--- src/pkg/ssp_map.vh ---
`ifndef SSP_MAP_VH
`define SSP_MAP_VH

// ==========================================================
// I/O space addresses
`define SSP_ADDR_DATA 16'hfff0
`define SSP_ADDR_CTRL 16'hfff1

// ==========================================================
// Control register fields
`define SSP_BIT_EMU_FREE 15
`define SSP_BIT_EMU_SOFT 14
`define SSP_BIT_TX_DONE 13
`define SSP_BIT_RX_AVAIL 12
`define SSP_BIT_TX_THR_HI 11
`define SSP_BIT_TX_THR_LO 10
`define SSP_BIT_RX_THR_HI 9
`define SSP_BIT_RX_THR_LO 8
`define SSP_BIT_RX_OVERRUN 7
`define SSP_BIT_PIN_SENSE 6
`define SSP_BIT_TX_CLEAR_N 5
`define SSP_BIT_RX_CLEAR_N 4
`define SSP_BIT_FS_INTERNAL 3
`define SSP_BIT_CLK_INTERNAL 2
`define SSP_BIT_BURST 1
`define SSP_BIT_LOOP 0

// Writable bits and reset value
`define SSP_CTRL_WMASK 16'hcf3f
`define SSP_CTRL_RESET 16'h0030

// ==========================================================
// Sizes and timing
`define SSP_WORD_BITS 5'h10
`define SSP_FIFO_DEPTH 3'h4
`define SSP_CPU_CLK_NS 10
`define SSP_PORT_RST_CYCLES 5'h10
`define SSP_CLK_DIV 2

`endif

--- src/logic/ssp_sync.v ---
`timescale 1ns/10ps
`default_nettype none

module ssp_sync #(
  parameter W = 5
) (
  input wire ref_clk,
  input wire nrst,
  input wire [W-1:0] din,
  output wire [W-1:0] dout
);

  // ==========================================================
  // Two-flop synchroniser per pin
  genvar i;
  generate
    for (i = 0; i < W; i = i + 1) begin : g_bit
      reg meta_reg;
      reg sync_reg;
      always @(posedge ref_clk or negedge nrst) begin
        if (!nrst) begin
          meta_reg <= 1'b0;
          sync_reg <= 1'b0;
        end else begin
          meta_reg <= din[i];
          sync_reg <= meta_reg;
        end
      end
      assign dout[i] = sync_reg;
    end
  endgenerate

endmodule // ssp_sync

`default_nettype wire

--- src/logic/ssp_fifo.v ---
`timescale 1ns/10ps
`default_nettype none
`include "ssp_map.vh"

module ssp_fifo (
  input wire ref_clk,
  input wire nrst,
  input wire clear,
  input wire push,
  input wire [15:0] wdata,
  input wire pop,
  output wire [15:0] rdata,
  output wire [2:0] count
);

  // ==========================================================
  // Pointers and occupancy
  reg [1:0] wptr_reg;
  reg [1:0] rptr_reg;
  reg [2:0] count_reg;
  wire full = (count_reg == `SSP_FIFO_DEPTH);
  wire empty = (count_reg == 3'h0);
  wire do_push = push & ~full;
  wire do_pop = pop & ~empty;
  wire [15:0] mem_word [0:3];

  always @(posedge ref_clk or negedge nrst) begin
    if (!nrst) begin
      wptr_reg <= 2'h0;
      rptr_reg <= 2'h0;
      count_reg <= 3'h0;
    end else if (clear) begin
      wptr_reg <= 2'h0;
      rptr_reg <= 2'h0;
      count_reg <= 3'h0;
    end else begin
      if (do_push)
        wptr_reg <= wptr_reg + 2'h1;
      if (do_pop)
        rptr_reg <= rptr_reg + 2'h1;
      if (do_push & ~do_pop)
        count_reg <= count_reg + 3'h1;
      else if (do_pop & ~do_push)
        count_reg <= count_reg - 3'h1;
    end
  end

  // ==========================================================
  // Storage, one register per entry
  genvar i;
  generate
    for (i = 0; i < 4; i = i + 1) begin : g_entry
      reg [15:0] word_reg;
      always @(posedge ref_clk or negedge nrst) begin
        if (!nrst)
          word_reg <= 16'h0000;
        else if (do_push && (wptr_reg == i))
          word_reg <= wdata;
      end
      assign mem_word[i] = word_reg;
    end
  endgenerate

  assign rdata = mem_word[rptr_reg];
  assign count = count_reg;

endmodule // ssp_fifo

`default_nettype wire

--- src/logic/ssp_port.v ---
`timescale 1ns/10ps
`default_nettype none
`include "ssp_map.vh"

module ssp_port (
  input wire ref_clk,
  input wire nrst,
  input wire [15:0] io_addr,
  input wire io_wr,
  input wire io_rd,
  input wire [15:0] io_wdata,
  output reg [15:0] io_rdata,
  input wire tx_bit_clock_in,
  output reg tx_bit_clock_out,
  output reg tx_bit_clock_oe,
  input wire tx_frame_pulse_in,
  output reg tx_frame_pulse_out,
  output reg tx_frame_pulse_oe,
  output reg tx_serial_out,
  input wire rx_bit_clock,
  input wire rx_frame_pulse,
  input wire rx_serial_in,
  output reg tx_service_irq,
  output reg rx_service_irq
);

  // ==========================================================
  // States
  localparam TX_IDLE = 1'b0;
  localparam TX_SHIFT = 1'b1;
  localparam RX_IDLE = 1'b0;
  localparam RX_SHIFT = 1'b1;

  // ==========================================================
  // Port reset sequencing
  reg [4:0] rst_cnt_reg;
  wire port_run = (rst_cnt_reg == `SSP_PORT_RST_CYCLES);

  always @(posedge ref_clk or negedge nrst) begin
    if (!nrst)
      rst_cnt_reg <= 5'h00;
    else if (!port_run)
      rst_cnt_reg <= rst_cnt_reg + 5'h01;
  end

  // ==========================================================
  // Pin synchronisers
  wire [4:0] pin_sync;

  ssp_sync #(.W(5)) u_sync (
    .ref_clk(ref_clk),
    .nrst(nrst),
    .din({tx_bit_clock_in, tx_frame_pulse_in, rx_bit_clock, rx_frame_pulse, rx_serial_in}),
    .dout(pin_sync)
  );

  wire txclk_s = pin_sync[4];
  wire txfs_s = pin_sync[3];
  wire rxclk_s = pin_sync[2];
  wire rxfs_s = pin_sync[1];
  wire rxd_s = pin_sync[0];

  // Previous levels for edge finding; synced copies only
  reg txclk_prev_reg;
  reg rxclk_prev_reg;

  always @(posedge ref_clk or negedge nrst) begin
    if (!nrst) begin
      txclk_prev_reg <= 1'b0;
      rxclk_prev_reg <= 1'b0;
    end else begin
      txclk_prev_reg <= txclk_s;
      rxclk_prev_reg <= rxclk_s;
    end
  end

  // ==========================================================
  // Control register
  reg [15:0] ctrl_reg;
  wire cfg_tx_clear_n = ctrl_reg[`SSP_BIT_TX_CLEAR_N];
  wire cfg_rx_clear_n = ctrl_reg[`SSP_BIT_RX_CLEAR_N];
  wire cfg_fs_int = ctrl_reg[`SSP_BIT_FS_INTERNAL];
  wire cfg_clk_int = ctrl_reg[`SSP_BIT_CLK_INTERNAL];
  wire cfg_burst = ctrl_reg[`SSP_BIT_BURST];
  wire [1:0] tx_thr = {ctrl_reg[`SSP_BIT_TX_THR_HI], ctrl_reg[`SSP_BIT_TX_THR_LO]};
  wire [1:0] rx_thr = {ctrl_reg[`SSP_BIT_RX_THR_HI], ctrl_reg[`SSP_BIT_RX_THR_LO]};

  wire wr_ctrl = io_wr && (io_addr == `SSP_ADDR_CTRL);
  wire wr_data = io_wr && (io_addr == `SSP_ADDR_DATA);
  wire rd_ctrl = io_rd && (io_addr == `SSP_ADDR_CTRL);
  wire rd_data = io_rd && (io_addr == `SSP_ADDR_DATA);

  // Clear bits, mode flags and thresholds are stored; status bits are live
  always @(posedge ref_clk or negedge nrst) begin
    if (!nrst)
      ctrl_reg <= `SSP_CTRL_RESET;
    else if (wr_ctrl)
      ctrl_reg <= io_wdata & `SSP_CTRL_WMASK;
  end

  // Buffers cleared by clear bits or port reset; mode bits untouched
  wire tx_hold = ~port_run | ~cfg_tx_clear_n;
  wire rx_hold = ~port_run | ~cfg_rx_clear_n;

  // ==========================================================
  // Buffers
  wire [15:0] txf_head;
  wire [2:0] txf_count;
  wire [15:0] rxf_head;
  wire [2:0] rxf_count;
  reg txf_pop;
  reg rxf_push;
  reg [15:0] rxf_wdata;

  ssp_fifo u_tx_fifo (
    .ref_clk(ref_clk),
    .nrst(nrst),
    .clear(tx_hold),
    .push(wr_data),
    .wdata(io_wdata),
    .pop(txf_pop),
    .rdata(txf_head),
    .count(txf_count)
  );

  ssp_fifo u_rx_fifo (
    .ref_clk(ref_clk),
    .nrst(nrst),
    .clear(rx_hold),
    .push(rxf_push),
    .wdata(rxf_wdata),
    .pop(rd_data),
    .rdata(rxf_head),
    .count(rxf_count)
  );

  // ==========================================================
  // Bit clock source
  reg clk_div_reg;

  // Toggling each cycle gives half the CPU rate, the fastest allowed
  always @(posedge ref_clk or negedge nrst) begin
    if (!nrst)
      clk_div_reg <= 1'b0;
    else if (cfg_clk_int && port_run)
      clk_div_reg <= ~clk_div_reg;
    else
      clk_div_reg <= 1'b0;
  end

  // Edge events only; no counters on the pin, so any slow clock works
  wire tx_rise = cfg_clk_int ? (port_run & ~clk_div_reg) : (txclk_s & ~txclk_prev_reg);
  wire rx_fall = rxclk_prev_reg & ~rxclk_s;

  // ==========================================================
  // Transmitter
  reg tx_state_reg;
  reg [15:0] tx_shifter_reg;
  reg [4:0] tx_bits_reg;
  reg fs_out_reg;
  reg dx_reg;

  wire tx_have = (txf_count != 3'h0);
  wire tx_start = tx_have && (cfg_fs_int || txfs_s);

  always @* begin
    txf_pop = 1'b0;
    if (!tx_hold && tx_rise) begin
      if (tx_state_reg == TX_IDLE)
        txf_pop = tx_start;
      else if (tx_bits_reg == `SSP_WORD_BITS)
        txf_pop = tx_have && !cfg_burst;
    end
  end

  always @(posedge ref_clk or negedge nrst) begin
    if (!nrst) begin
      tx_state_reg <= TX_IDLE;
      tx_shifter_reg <= 16'h0000;
      tx_bits_reg <= 5'h00;
      fs_out_reg <= 1'b0;
      dx_reg <= 1'b0;
    end else if (tx_hold) begin
      tx_state_reg <= TX_IDLE;
      tx_bits_reg <= 5'h00;
      fs_out_reg <= 1'b0;
    end else if (tx_rise) begin
      case (tx_state_reg)
        TX_IDLE: begin
          if (tx_start) begin
            dx_reg <= txf_head[15];
            tx_shifter_reg <= {txf_head[14:0], 1'b0};
            tx_bits_reg <= 5'h01;
            fs_out_reg <= cfg_fs_int;
            tx_state_reg <= TX_SHIFT;
          end else begin
            fs_out_reg <= 1'b0;
          end
        end
        TX_SHIFT: begin
          fs_out_reg <= 1'b0;
          if (tx_bits_reg == `SSP_WORD_BITS) begin
            if (tx_have && !cfg_burst) begin
              // Next word follows with no new frame pulse
              dx_reg <= txf_head[15];
              tx_shifter_reg <= {txf_head[14:0], 1'b0};
              tx_bits_reg <= 5'h01;
            end else begin
              // One word per pulse in burst mode; an empty buffer also ends the frame
              tx_state_reg <= TX_IDLE;
              tx_bits_reg <= 5'h00;
            end
          end else begin
            dx_reg <= tx_shifter_reg[15];
            tx_shifter_reg <= {tx_shifter_reg[14:0], 1'b0};
            tx_bits_reg <= tx_bits_reg + 5'h01;
          end
        end
        default: begin
          tx_state_reg <= TX_IDLE;
        end
      endcase
    end
  end

  wire tx_done = (tx_state_reg == TX_IDLE) && !tx_have;

  // ==========================================================
  // Receiver
  reg rx_state_reg;
  reg [15:0] rx_shifter_reg;
  reg [4:0] rx_bits_reg;
  reg overrun_reg;
  wire [15:0] rx_word = {rx_shifter_reg[14:0], rxd_s};
  wire rx_last = (rx_state_reg == RX_SHIFT) && (rx_bits_reg == `SSP_WORD_BITS - 5'h01);

  always @* begin
    rxf_push = 1'b0;
    rxf_wdata = rx_word;
    if (!rx_hold && rx_fall && rx_last)
      rxf_push = 1'b1;
  end

  always @(posedge ref_clk or negedge nrst) begin
    if (!nrst) begin
      rx_state_reg <= RX_IDLE;
      rx_shifter_reg <= 16'h0000;
      rx_bits_reg <= 5'h00;
      overrun_reg <= 1'b0;
    end else if (rx_hold) begin
      rx_state_reg <= RX_IDLE;
      rx_bits_reg <= 5'h00;
      overrun_reg <= 1'b0;
    end else if (rx_fall) begin
      case (rx_state_reg)
        RX_IDLE: begin
          if (rxfs_s) begin
            rx_shifter_reg <= {15'h0000, rxd_s};
            rx_bits_reg <= 5'h01;
            rx_state_reg <= RX_SHIFT;
          end
        end
        RX_SHIFT: begin
          rx_shifter_reg <= rx_word;
          if (rx_last) begin
            // A full buffer drops the word and flags it
            if (rxf_count == `SSP_FIFO_DEPTH)
              overrun_reg <= 1'b1;
            rx_bits_reg <= 5'h00;
            if (cfg_burst)
              rx_state_reg <= RX_IDLE;
          end else begin
            rx_bits_reg <= rx_bits_reg + 5'h01;
          end
        end
        default: begin
          rx_state_reg <= RX_IDLE;
        end
      endcase
    end
  end

  // ==========================================================
  // Service requests
  // Level n: transmit asks at n words or fewer, receive at n+1 or more
  wire tx_cond = port_run && cfg_tx_clear_n && (txf_count <= {1'b0, tx_thr});
  wire rx_cond = port_run && cfg_rx_clear_n && (rxf_count >= ({1'b0, rx_thr} + 3'h1));
  reg tx_cond_reg;
  reg rx_cond_reg;

  // Pulse on entry only, so a held level cannot re-flag after the handler
  always @(posedge ref_clk or negedge nrst) begin
    if (!nrst) begin
      tx_cond_reg <= 1'b0;
      rx_cond_reg <= 1'b0;
      tx_service_irq <= 1'b0;
      rx_service_irq <= 1'b0;
    end else begin
      tx_cond_reg <= tx_cond;
      rx_cond_reg <= rx_cond;
      tx_service_irq <= tx_cond & ~tx_cond_reg;
      rx_service_irq <= rx_cond & ~rx_cond_reg;
    end
  end

  // ==========================================================
  // Pin drivers
  always @(posedge ref_clk or negedge nrst) begin
    if (!nrst) begin
      tx_bit_clock_out <= 1'b0;
      tx_bit_clock_oe <= 1'b0;
      tx_frame_pulse_out <= 1'b0;
      tx_frame_pulse_oe <= 1'b0;
      tx_serial_out <= 1'b0;
    end else begin
      tx_bit_clock_out <= clk_div_reg;
      tx_bit_clock_oe <= port_run & cfg_clk_int;
      tx_frame_pulse_out <= fs_out_reg;
      tx_frame_pulse_oe <= port_run & cfg_fs_int;
      tx_serial_out <= dx_reg;
    end
  end

  // ==========================================================
  // Read port
  always @(posedge ref_clk or negedge nrst) begin
    if (!nrst) begin
      io_rdata <= 16'h0000;
    end else if (rd_data) begin
      io_rdata <= rxf_head;
    end else if (rd_ctrl) begin
      io_rdata <= ctrl_reg;
      io_rdata[`SSP_BIT_TX_DONE] <= tx_done;
      io_rdata[`SSP_BIT_RX_AVAIL] <= (rxf_count != 3'h0);
      io_rdata[`SSP_BIT_RX_OVERRUN] <= overrun_reg;
      io_rdata[`SSP_BIT_PIN_SENSE] <= rxclk_s;
    end
  end

endmodule // ssp_port

`default_nettype wire

--- config.mk ---
export PLATFORM = sky130hd
export DESIGN_NAME = ssp_port
export DESIGN_NICKNAME = d
export VERILOG_FILES = /design/src/logic/ssp_sync.v /design/src/logic/ssp_fifo.v /design/src/logic/ssp_port.v
export VERILOG_INCLUDE_DIRS = /design/src /design/src/pkg
export SDC_FILE = /design/constraint.sdc
export NUM_CORES = 1
export LEC_CHECK = 0
export ABC_AREA = 1
export BUFFER_PORTS_ARGS = -buffer_cell sky130_fd_sc_hd__buf_4
export CAP_MARGIN = 20
export CORE_UTILIZATION = 48
export DETAILED_ROUTE_END_ITERATION = 16
export PLACE_DENSITY_LB_ADDON = 0.2
export SYNTH_ARGS = -nofsm -noshare
export SYNTH_HDL_FRONTEND = slang
export SYNTH_SLANG_ARGS = --single-unit
--- constraint.sdc ---
create_clock -name ref_clk -period 4.25 [get_ports ref_clk]
set_clock_uncertainty 0.1 [all_clocks]
set_input_delay 0.85 -clock ref_clk [delete_from_list [all_inputs] [get_ports ref_clk]]
set_output_delay 0.85 -clock ref_clk [all_outputs]
set_load 0.02 [all_outputs]
==> impl_results.md, run 1 <==
- Final setup violation count: 0
- Global-route wire length before repair: 40700 microns
- Share of the synthesized area in compound gates (AO/OA/AOI/OAI): 0.167
- Starting Density: 0.490
- Mux cell area share after synthesis: 0
- Routed length per instance: 15.3 microns
- Synth top area share: 0.541
- Row cnt: 55
- Syn Inst Count: 1239
- DRC errors left: 0
- Lkg Pwr: 5.86 nW
- Detailed route wirelength on metal3: 1140 microns
- Power per standard cell area: 373 nW/um^2
- Main combinational cell family by area after synthesis: simple AND/OR/NAND/NOR gates
- Required time worst endpoint: 4.55 ns
- Clock transition at path regs: 0.06 ns
- FF-to-FF setup slack: 1.53 ns
- Die area: 23700 sq um
- Fin. max-slew vios: 0
- Simple-gate share of the synthesized area: 0.190
- Root Driver: clkbuf_16
- Initial antenna violation count: 0
- R2r startpoint: tx_bits_reg[0]
- Post-synth top cells: 345 x nand2_1, 240 x dfrtp_1, 130 x o21ai_0
- Util after Layout: 0.556
- Final worst slack: 1.53 ns
- Rel. slew slack: 0.315
- CP Launch Type: register
- Largest net degree at the start of global routing: 101
- Slew @ Worst Pin: 1.03 ns
- Buffers & Inverters on Critical Path: 2
- Wl on met1: 11900 microns
- YS warnings: 0
- Hold_buf cts: 0
- Post-synthesis adder-cell area fraction: 0.0250
- RSZ-0062 raised after global routing: no
- Layout cells sized above 1: 0.142
- Main synth FF type: dfrtp_1
- Clk_lat worst skew: 0.53 ns
- Met2 routed WL: 10700 microns
- Syn_nets: 1301
- Critical-path top delay cell: fa_1
- Vias: 8386
- Crit path cell chain: inv_1 > ha_1 > nand3_2 > nand2_2 > nand2_1 > nor2_8 > nand2_4 > nand2_2 > inv_1 > fa_1 > nor2_1 > nand2_1 > o21ai_1
- Post-route ant nets: 0
- Synthesized cell area: 11100 sq um
- Grt total ovfl: 0
- Vias in the first global route: 7959
- Hold Violations, Final: 0
- # diodes: 0
- DP Wirelength: 15600 microns
- Die span in y: 154 microns
- Port-buffer cells: 63
- Worst vdd ir: 0.388 mV
- Total Routing Usage GR: 0.212
- Routed WL: 24200 microns
- Synth area leaders: dfrtp_1 54%, nand2_1 12%, o21ai_0 5.9%
- Cts bufs inserted: 26
- Setup TNS Final: 0 ns
- DR top layer: met4
- Worst EP arrival: 3.02 ns
- Starting DRT DRC Count: 597
- Final Cycle Share: 0.640
- Hold Path Class: in -> async
- Max-cap violations: 0
- Nets: 1339
- Drt pass-1 iters: 5
- CP Capture Type: register
- Max FO, Critical Path: 35
- RePlAce Congestion: 0.822
- Max Buffers Root-to-Sink: 3
- Final Critical Period: 2.72 ns
- Ys async rst share: 1.00
- TritonCTS clock tree: built
- Synth Area in XOR/XNOR: 0.00473
- Post-synth top area cell: dfrtp_1
- Crit-path leading delay family: simple AND/OR/NAND/NOR gates
- Yosys reg bits: 242
- Status: complete, no violations
- CP max stage delay: 0.47 ns
- CP Class: reg -> reg
- Post-CTS Setup Bufs: 0
- Clock sink count: 242
- CP Launch Point: tx_bits_reg[0]
- Post-synth EDFFs: 0
- Worst slack, placed: 1.17 ns
- Fmax: 367 MHz
- CORE AREA: 22600 sq um
- Power, Total: 4.69 mW
- H-tree Lvls: 1
- CTS resizes: 0
- Die Wd: 154 microns
- Yosys cell types: 46
- Ports: 64
- Vias per inst: 5.30
- Count leader, synth: nand2_1
- Area grow syn2layout: 13.3%
- Post-synthesis sequential area ratio: 0.546
- Post-Syn Area per Cell: 8.96 sq um
## final cells by class
| type | count | area, sq um |
|---|---|---|
| clock buffer | 38 | 777 |
| clock inverter | 9 | 95.1 |
| fill | 2066 | 10100 |
| inverter | 100 | 383 |
| multi-input combinational | 835 | 4300 |
| sequential | 242 | 6060 |
| tap | 285 | 357 |
| timing repair buffer | 72 | 613 |
## stage by stage
stage	area [sq um]	hold slack, ns	std cells
floorplan	11100	0.231	1239
global placement	11700	0.235	1532
detailed placement	11700	0.235	1532
CTS	12500	0.249	1579
global route	12600	0.251	1581
finish	12600	0.239	1581
## layer usage
layer / global-route usage / vias up
li1: - / 4175
met3: 0.0299 / 36
met1: 0.320 / 4006
met5: 0 / -
met4: 0.0486 / 0
met2: 0.324 / 169
## final timing paths
path | cells after the start | endpoint
min in group ref_clk | 0 | u_sync.g_bit[0].sync_reg
min | 1 | txclk_prev_reg
min reg2reg | 0 | u_sync.g_bit[0].sync_reg
max reg2reg | 13 | u_tx_fifo.count[1]
max | 13 | u_tx_fifo.count[1]
max in group asynchronous | 2 | u_rx_fifo.g_entry[3].word_reg[10]
## report_power, final
part           switching, mW  total [mW]  internal, mW
clock                  0.889        2.27          1.38
combinational         0.0717       0.105        0.0333
sequential           0.00240        2.31          2.31
## cell families after synthesis
logic type      count (synthesis)
simple gates                  486
buf+inv                       162
flops                         242
fa+ha+maj                      21
xor+xnor                        6
compound gates                322
## placed cells by master (no fill, tap or decap), types with 3 or more instances in the layout
master     instances
a21oi_1           34
a32o_1            20
buf_4             67
clkbuf_1           5
clkbuf_16         27
clkbuf_8           6
clkinv_2           7
dfrtp_1          240
ha_1              19
inv_1             87
inv_2              9
nand2_1          345
nand2_2           12
nand2_4           10
nand3_1           40
nand3_2            3
nand4_1            6
nor2_1            50
nor2_2             7
nor3_1             4
o211ai_1          11
o21ai_0          130
o21ai_1           88
o21ai_2           15
o22ai_1           14
o31ai_1            3
xor2_1             6
## worst register-to-register path, cell delays in order, from the launching register on
cell and delay (ns):
dfrtp_1 0.39, inv_1 0.10, ha_1 0.16, nand3_2 0.12
nand2_2 0.46, nand2_1 0.25, nor2_8 0.17, nand2_4 0.08
nand2_2 0.09, inv_1 0.05, fa_1 0.47, nor2_1 0.04
nand2_1 0.06, o21ai_1 0.06
Note: power is estimated with default switching activity, not from simulation.
==> run 2: changes to the inputs <==
==> constraint.sdc (replaced) <==
create_clock -name ref_clk -period 2.4 [get_ports ref_clk]
set_clock_uncertainty 0.1 [all_clocks]
set_input_delay 0.48 -clock ref_clk [delete_from_list [all_inputs] [get_ports ref_clk]]
set_output_delay 0.48 -clock ref_clk [all_outputs]
set_load 0.02 [all_outputs]
==> impl_results.md, run 2 (synthesis results as in run 1) <==
- DRC errors left: 0
- Worst vdd ir: 0.491 mV
- Min-Delay Path Depth: 3
- Vias per inst: 5.31
- Nets: 1386
- Final Cycle Share: 0.954
- Starting Density: 0.490
- R2R depth: 19
- Root Driver: clkbuf_16
- Worst slack, placed: -0.149 ns
- Clock transition at path regs: 0.06 ns
- Max Buffers Root-to-Sink: 3
- FF-to-FF setup slack: 0.11 ns
- Area grow syn2layout: 16.7%
- Slew @ Worst Pin: 0.942 ns
- Final setup violation count: 0
- Final Critical Period: 2.29 ns
- Placed cell areas: 12000 sq um
- Die area: 23700 sq um
- R2r startpoint: rst_cnt_reg[1]
- CP Class: reg -> reg
- Most frequent cells in the layout: 344 x nand2_1, 240 x dfrtp_1, 130 x o21ai_0, 106 x buf_4, 88 x o21ai_1
- Required time worst endpoint: 2.72 ns
- Met2 Use GR: 0.351
- Max FO, Critical Path: 3
- Fin. max-slew vios: 0
- DP Wirelength: 16600 microns
- Grt total ovfl: 0
- # diodes: 0
- Row cnt: 55
- TritonCTS clock tree: built
- M1 GR Usage: 0.332
- Clock sink count: 242
- Starting DRT DRC Count: 620
- Met3 usage: 0.0282
- Design Area, Final: 13000 sq um
- Worst EP arrival: 2.61 ns
- Total Routing Usage GR: 0.224
- RePlAce Congestion: 0.813
- Gr busiest metal: met2
- R2r endpoint: u_rx_fifo.count[2]
- Lkg Pwr: 6.06 nW
- Max-cap violations: 0
- Global-route wire length before repair: 42800 microns
- Port-buffer cells: 63
- CORE AREA: 22600 sq um
- Routed length per instance: 15.6 microns
- H-tree Lvls: 1
- Fmax: 437 MHz
- Largest net degree at the start of global routing: 55
- Worst Hold Launch: io_wdata[13]
- Status: complete, no violations
- Layout cells sized above 1: 0.167
- Ports: 64
- Hold Violations, Final: 0
- Power per standard cell area: 647 nW/um^2
- CP Launch Type: register
- Vias in the first global route: 8192
- Routed WL: 25500 microns
- Initial antenna violation count: 0
- Cts bufs inserted: 27
- WHS Endpoint: u_tx_fifo.g_entry[2].word_reg[13]
- Post-route ant nets: 0
- Rel. slew slack: 0.370
- Vias: 8655
- Clk_lat worst skew: 0.53 ns
- Drt pass-1 iters: 5
- Die span in y: 154 microns
- Final worst slack: 0.111 ns
- Layout fillers: 2069
- Most common cell after layout, fill and taps aside: nand2_1
- Hold Path Class: in -> reg
- Die Wd: 154 microns
- CP Capture Type: register
[run 2: cell type report]
| cell class | instances | area (sq um) | share of cell area |
|---|---|---|---|
| flip-flops and latches | 242 | 6060 | 0.468 |
| repair buffers | 118 | 971 | 0.0750 |
| clock inverters | 7 | 93.8 | 0.00724 |
| well taps | 285 | 357 | 0.0275 |
| clock buffers | 42 | 782 | 0.0604 |
| inverters | 100 | 383 | 0.0296 |
| multi-input cells | 835 | 4310 | 0.333 |
[run 2: how the worst max path moves through the flow]
stage / from / to
floorplan: rst_cnt_reg[0] / u_rx_fifo.count[2]
global placement: io_addr[3] / u_rx_fifo.count[2]
detailed placement: io_addr[3] / u_rx_fifo.count[2]
CTS: rst_cnt_reg[1] / u_rx_fifo.count[2]
global route: rst_cnt_reg[1] / u_rx_fifo.count[2]
finish: rst_cnt_reg[1] / u_rx_fifo.count[2]
[run 2: worst max-delay path, stage by stage (launching register included)]
cell	delay [ns]
dfrtp_1	0.38
inv_2	0.05
ha_1	0.17
nand2_1	0.07
inv_2	0.05
nand2_4	0.06
inv_2	0.07
nand2_4	0.06
nor2_2	0.03
nand2_2	0.12
clkinv_4	0.06
nand2_2	0.07
inv_2	0.04
fa_1	0.37
xor2_1	0.21
inv_1	0.06
nand2_1	0.06
nand2_1	0.04
nand2_1	0.05
nand2_1	0.05
[run 2: power breakdown]
group | switching [mW] | internal (mW)
clock network | 1.63 | 2.45
logic | 0.133 | 0.0777
registers | 0.00458 | 4.09
total | 1.77 | 6.62
[run 2: through the flow]
stage               hold WS [ns]  cells  utilization  power (mW)  setup TNS, ns
global placement           0.238   1571        0.529        4.38        -0.0916
floorplan                 0.0844   1239            -        4.20              0
detailed placement         0.238   1571        0.529        4.38         -0.149
global route               0.171   1629        0.572        8.65        -0.0171
finish                     0.162   1629        0.572        8.38              0
CTS                        0.152   1626        0.571        8.46              0
[run 2: repair_timing]
action,CTS,global route
buffers inserted,0,3
hold buffers,6,0
endpoints found under the hold margin,49,0
gates resized for setup,0,5
endpoints found under the setup margin,0,3
[run 2: per-layer routing]
metal | vias up | wire length [microns]
met4 | 0 | 458
met3 | 36 | 1170
met5 | - | 0
met2 | 204 | 11400
li1 | 4268 | -
met1 | 4147 | 12400
==> run 3: changes to the inputs <==
--- a/config.mk
+++ b/config.mk
@@ -7,9 +7,12 @@
 export NUM_CORES = 1
 export LEC_CHECK = 0
 export ABC_AREA = 1
+export ABC_CLOCK_PERIOD_IN_PS = 2400
 export BUFFER_PORTS_ARGS = -buffer_cell sky130_fd_sc_hd__buf_4
 export CAP_MARGIN = 20
-export CORE_UTILIZATION = 48
+export CELL_PAD_IN_SITES_DETAIL_PLACEMENT = 1
+export CELL_PAD_IN_SITES_GLOBAL_PLACEMENT = 1
+export CORE_UTILIZATION = 42
 export DETAILED_ROUTE_END_ITERATION = 16
 export PLACE_DENSITY_LB_ADDON = 0.2
 export SYNTH_ARGS = -nofsm -noshare
==> impl_results.md, run 3 (synthesis results as in run 1) <==
- Cts bufs inserted: 28
- TritonCTS clock tree: built
- DRC errors left: 0
- # diodes: 0
- Status: complete, no violations
- Most frequent cells in the layout: 344 x nand2_1, 240 x dfrtp_1, 130 x o21ai_0, 122 x buf_4, 88 x o21ai_1
- Layout cells sized above 1: 0.189
- Clock transition at path regs: 0.06 ns
- Detailed route wirelength on metal3: 1170 microns
- DP Wirelength: 19700 microns
- Lkg Pwr: 6.20 nW
- Max Buffers Root-to-Sink: 3
- R2R depth: 16
- Die span in y: 165 microns
- Wl on met1: 14200 microns
- R2r startpoint: rst_cnt_reg[1]
- Power per standard cell area: 640 nW/um^2
- Initial antenna violation count: 0
- DR top layer: met4
- Worst slack, placed: -0.138 ns
- Final Cycle Share: 0.954
- Worst Hold Launch: io_wdata[7]
- Die Wd: 165 microns
- Post-Layout Cell Count: 1699
- FF-to-FF setup slack: 0.11 ns
- Hold Path Class: in -> reg
- Routed WL: 29800 microns
- CP Class: reg -> reg
- WHS Endpoint: u_tx_fifo.g_entry[0].word_reg[7]
- Clk_lat worst skew: 0.54 ns
- Row cnt: 59
- Nets: 1405
- Largest net degree at the start of global routing: 72
- Starting Density: 0.427
- Placed cell areas: 12100 sq um
- Required time worst endpoint: 2.72 ns
- Slew @ Worst Pin: 1.01 ns
- Fin. max-slew vios: 0
- Drt pass-1 iters: 5
- Root Driver: clkbuf_16
- Min-Delay Path Depth: 3
- Final worst slack: 0.110 ns
- Ports: 64
- Dpl cells: 1629
- Post-route ant nets: 0
- Clock sink count: 242
- Most common cell after layout, fill and taps aside: nand2_1
- RePlAce Congestion: 0.849
- Worst EP arrival: 2.61 ns
- Fmax: 437 MHz
- R2r endpoint: u_tx_fifo.count[1]
- Vias: 8922
- Die area: 27100 sq um
- Worst vdd ir: 0.470 mV
- CP Launch Type: register
- Vias per inst: 5.25
- Routed length per instance: 17.6 microns
- Area grow syn2layout: 19.6%
- Setup TNS Final: 0 ns
- Rel. slew slack: 0.326
- Global-route wire length before repair: 48800 microns
- CORE AREA: 26000 sq um
- Starting DRT DRC Count: 480
- H-tree Lvls: 1
- Final setup violation count: 0
- Max FO, Critical Path: 4
- Final Critical Period: 2.29 ns
- Grt total ovfl: 0
- Port-buffer cells: 63
- RSZ-0062 raised after global routing: yes
- Hold Violations, Final: 0
- Total Routing Usage GR: 0.228
- Met2 routed WL: 13800 microns
- CP Capture Type: register
- Vias in the first global route: 9302
- Max-cap violations: 0
- Design Area, Final: 13300 sq um
[run 3: how the worst max path moves through the flow]
| stage | endpoint | slack, ns | cells past startpoint | startpoint |
|---|---|---|---|---|
| 5_1_grt | u_tx_fifo.count[1] | -0.005 | 16 | rst_cnt_reg[1] |
| 6_report | u_tx_fifo.count[1] | 0.11 | 16 | rst_cnt_reg[1] |
| 3_5_place_dp | u_rx_fifo.count[2] | -0.14 | 16 | io_addr[3] |
| 2_1_floorplan | u_rx_fifo.count[2] | 0.07 | 19 | rst_cnt_reg[0] |
| 4_1_cts | u_rx_fifo.count[2] | 0.04 | 19 | rst_cnt_reg[1] |
| 3_3_place_gp | u_rx_fifo.count[2] | -0.04 | 16 | io_addr[3] |
[run 3: critical path: stages, from the launching register on]
cell,delay [ns]
dfrtp_1,0.40
inv_2,0.06
ha_1,0.13
nand2_1,0.06
inv_2,0.08
nand2_4,0.06
buf_6,0.13
nor2_4,0.13
nand2_4,0.07
nor2_8,0.12
nand2_4,0.07
nand2_4,0.06
inv_2,0.04
fa_2,0.51
nor2_1,0.05
nand2_1,0.06
o21ai_1,0.05
[run 3: through the flow]
stage	total power, mW	hold slack (ns)	util
after global routing	8.76	0.163	0.511
after detailed placement	4.40	0.236	0.466
final	8.50	0.157	0.511
after global placement	4.39	0.233	0.466
after floorplan	4.20	0.0844	-
after CTS	8.61	0.143	0.505
[run 3: area by class of cell]
| class | instances | area (sq um) |
|---|---|---|
| clock buffer | 44 | 882 |
| clock inverter | 7 | 37.5 |
| tap | 335 | 419 |
| fill | 3054 | 12700 |
| timing repair buffer | 136 | 1120 |
| sequential | 242 | 6060 |
| multi-input combinational | 835 | 4370 |
| inverter | 100 | 388 |
[run 3: timing repair]
item                                    in CTS  in global routing
endpoints found under the hold margin       66                  0
resized for setup                            2                 18
setup buffers                                1                 12
endpoints found under the setup margin       1                 72
pin swaps                                    2                 14
hold buffers                                 6                  0
[run 3: power by group]
part           internal, mW  switching, mW
registers              4.09        0.00512
clock network          2.50           1.67
logic                0.0841          0.142
total                  6.68           1.82
[run 3: per-layer routing]
metal,vias up,global-route usage
li1,4303,-
met1,4409,0.320
met2,157,0.373
met3,53,0.0286
met4,0,0.0584
met5,-,0
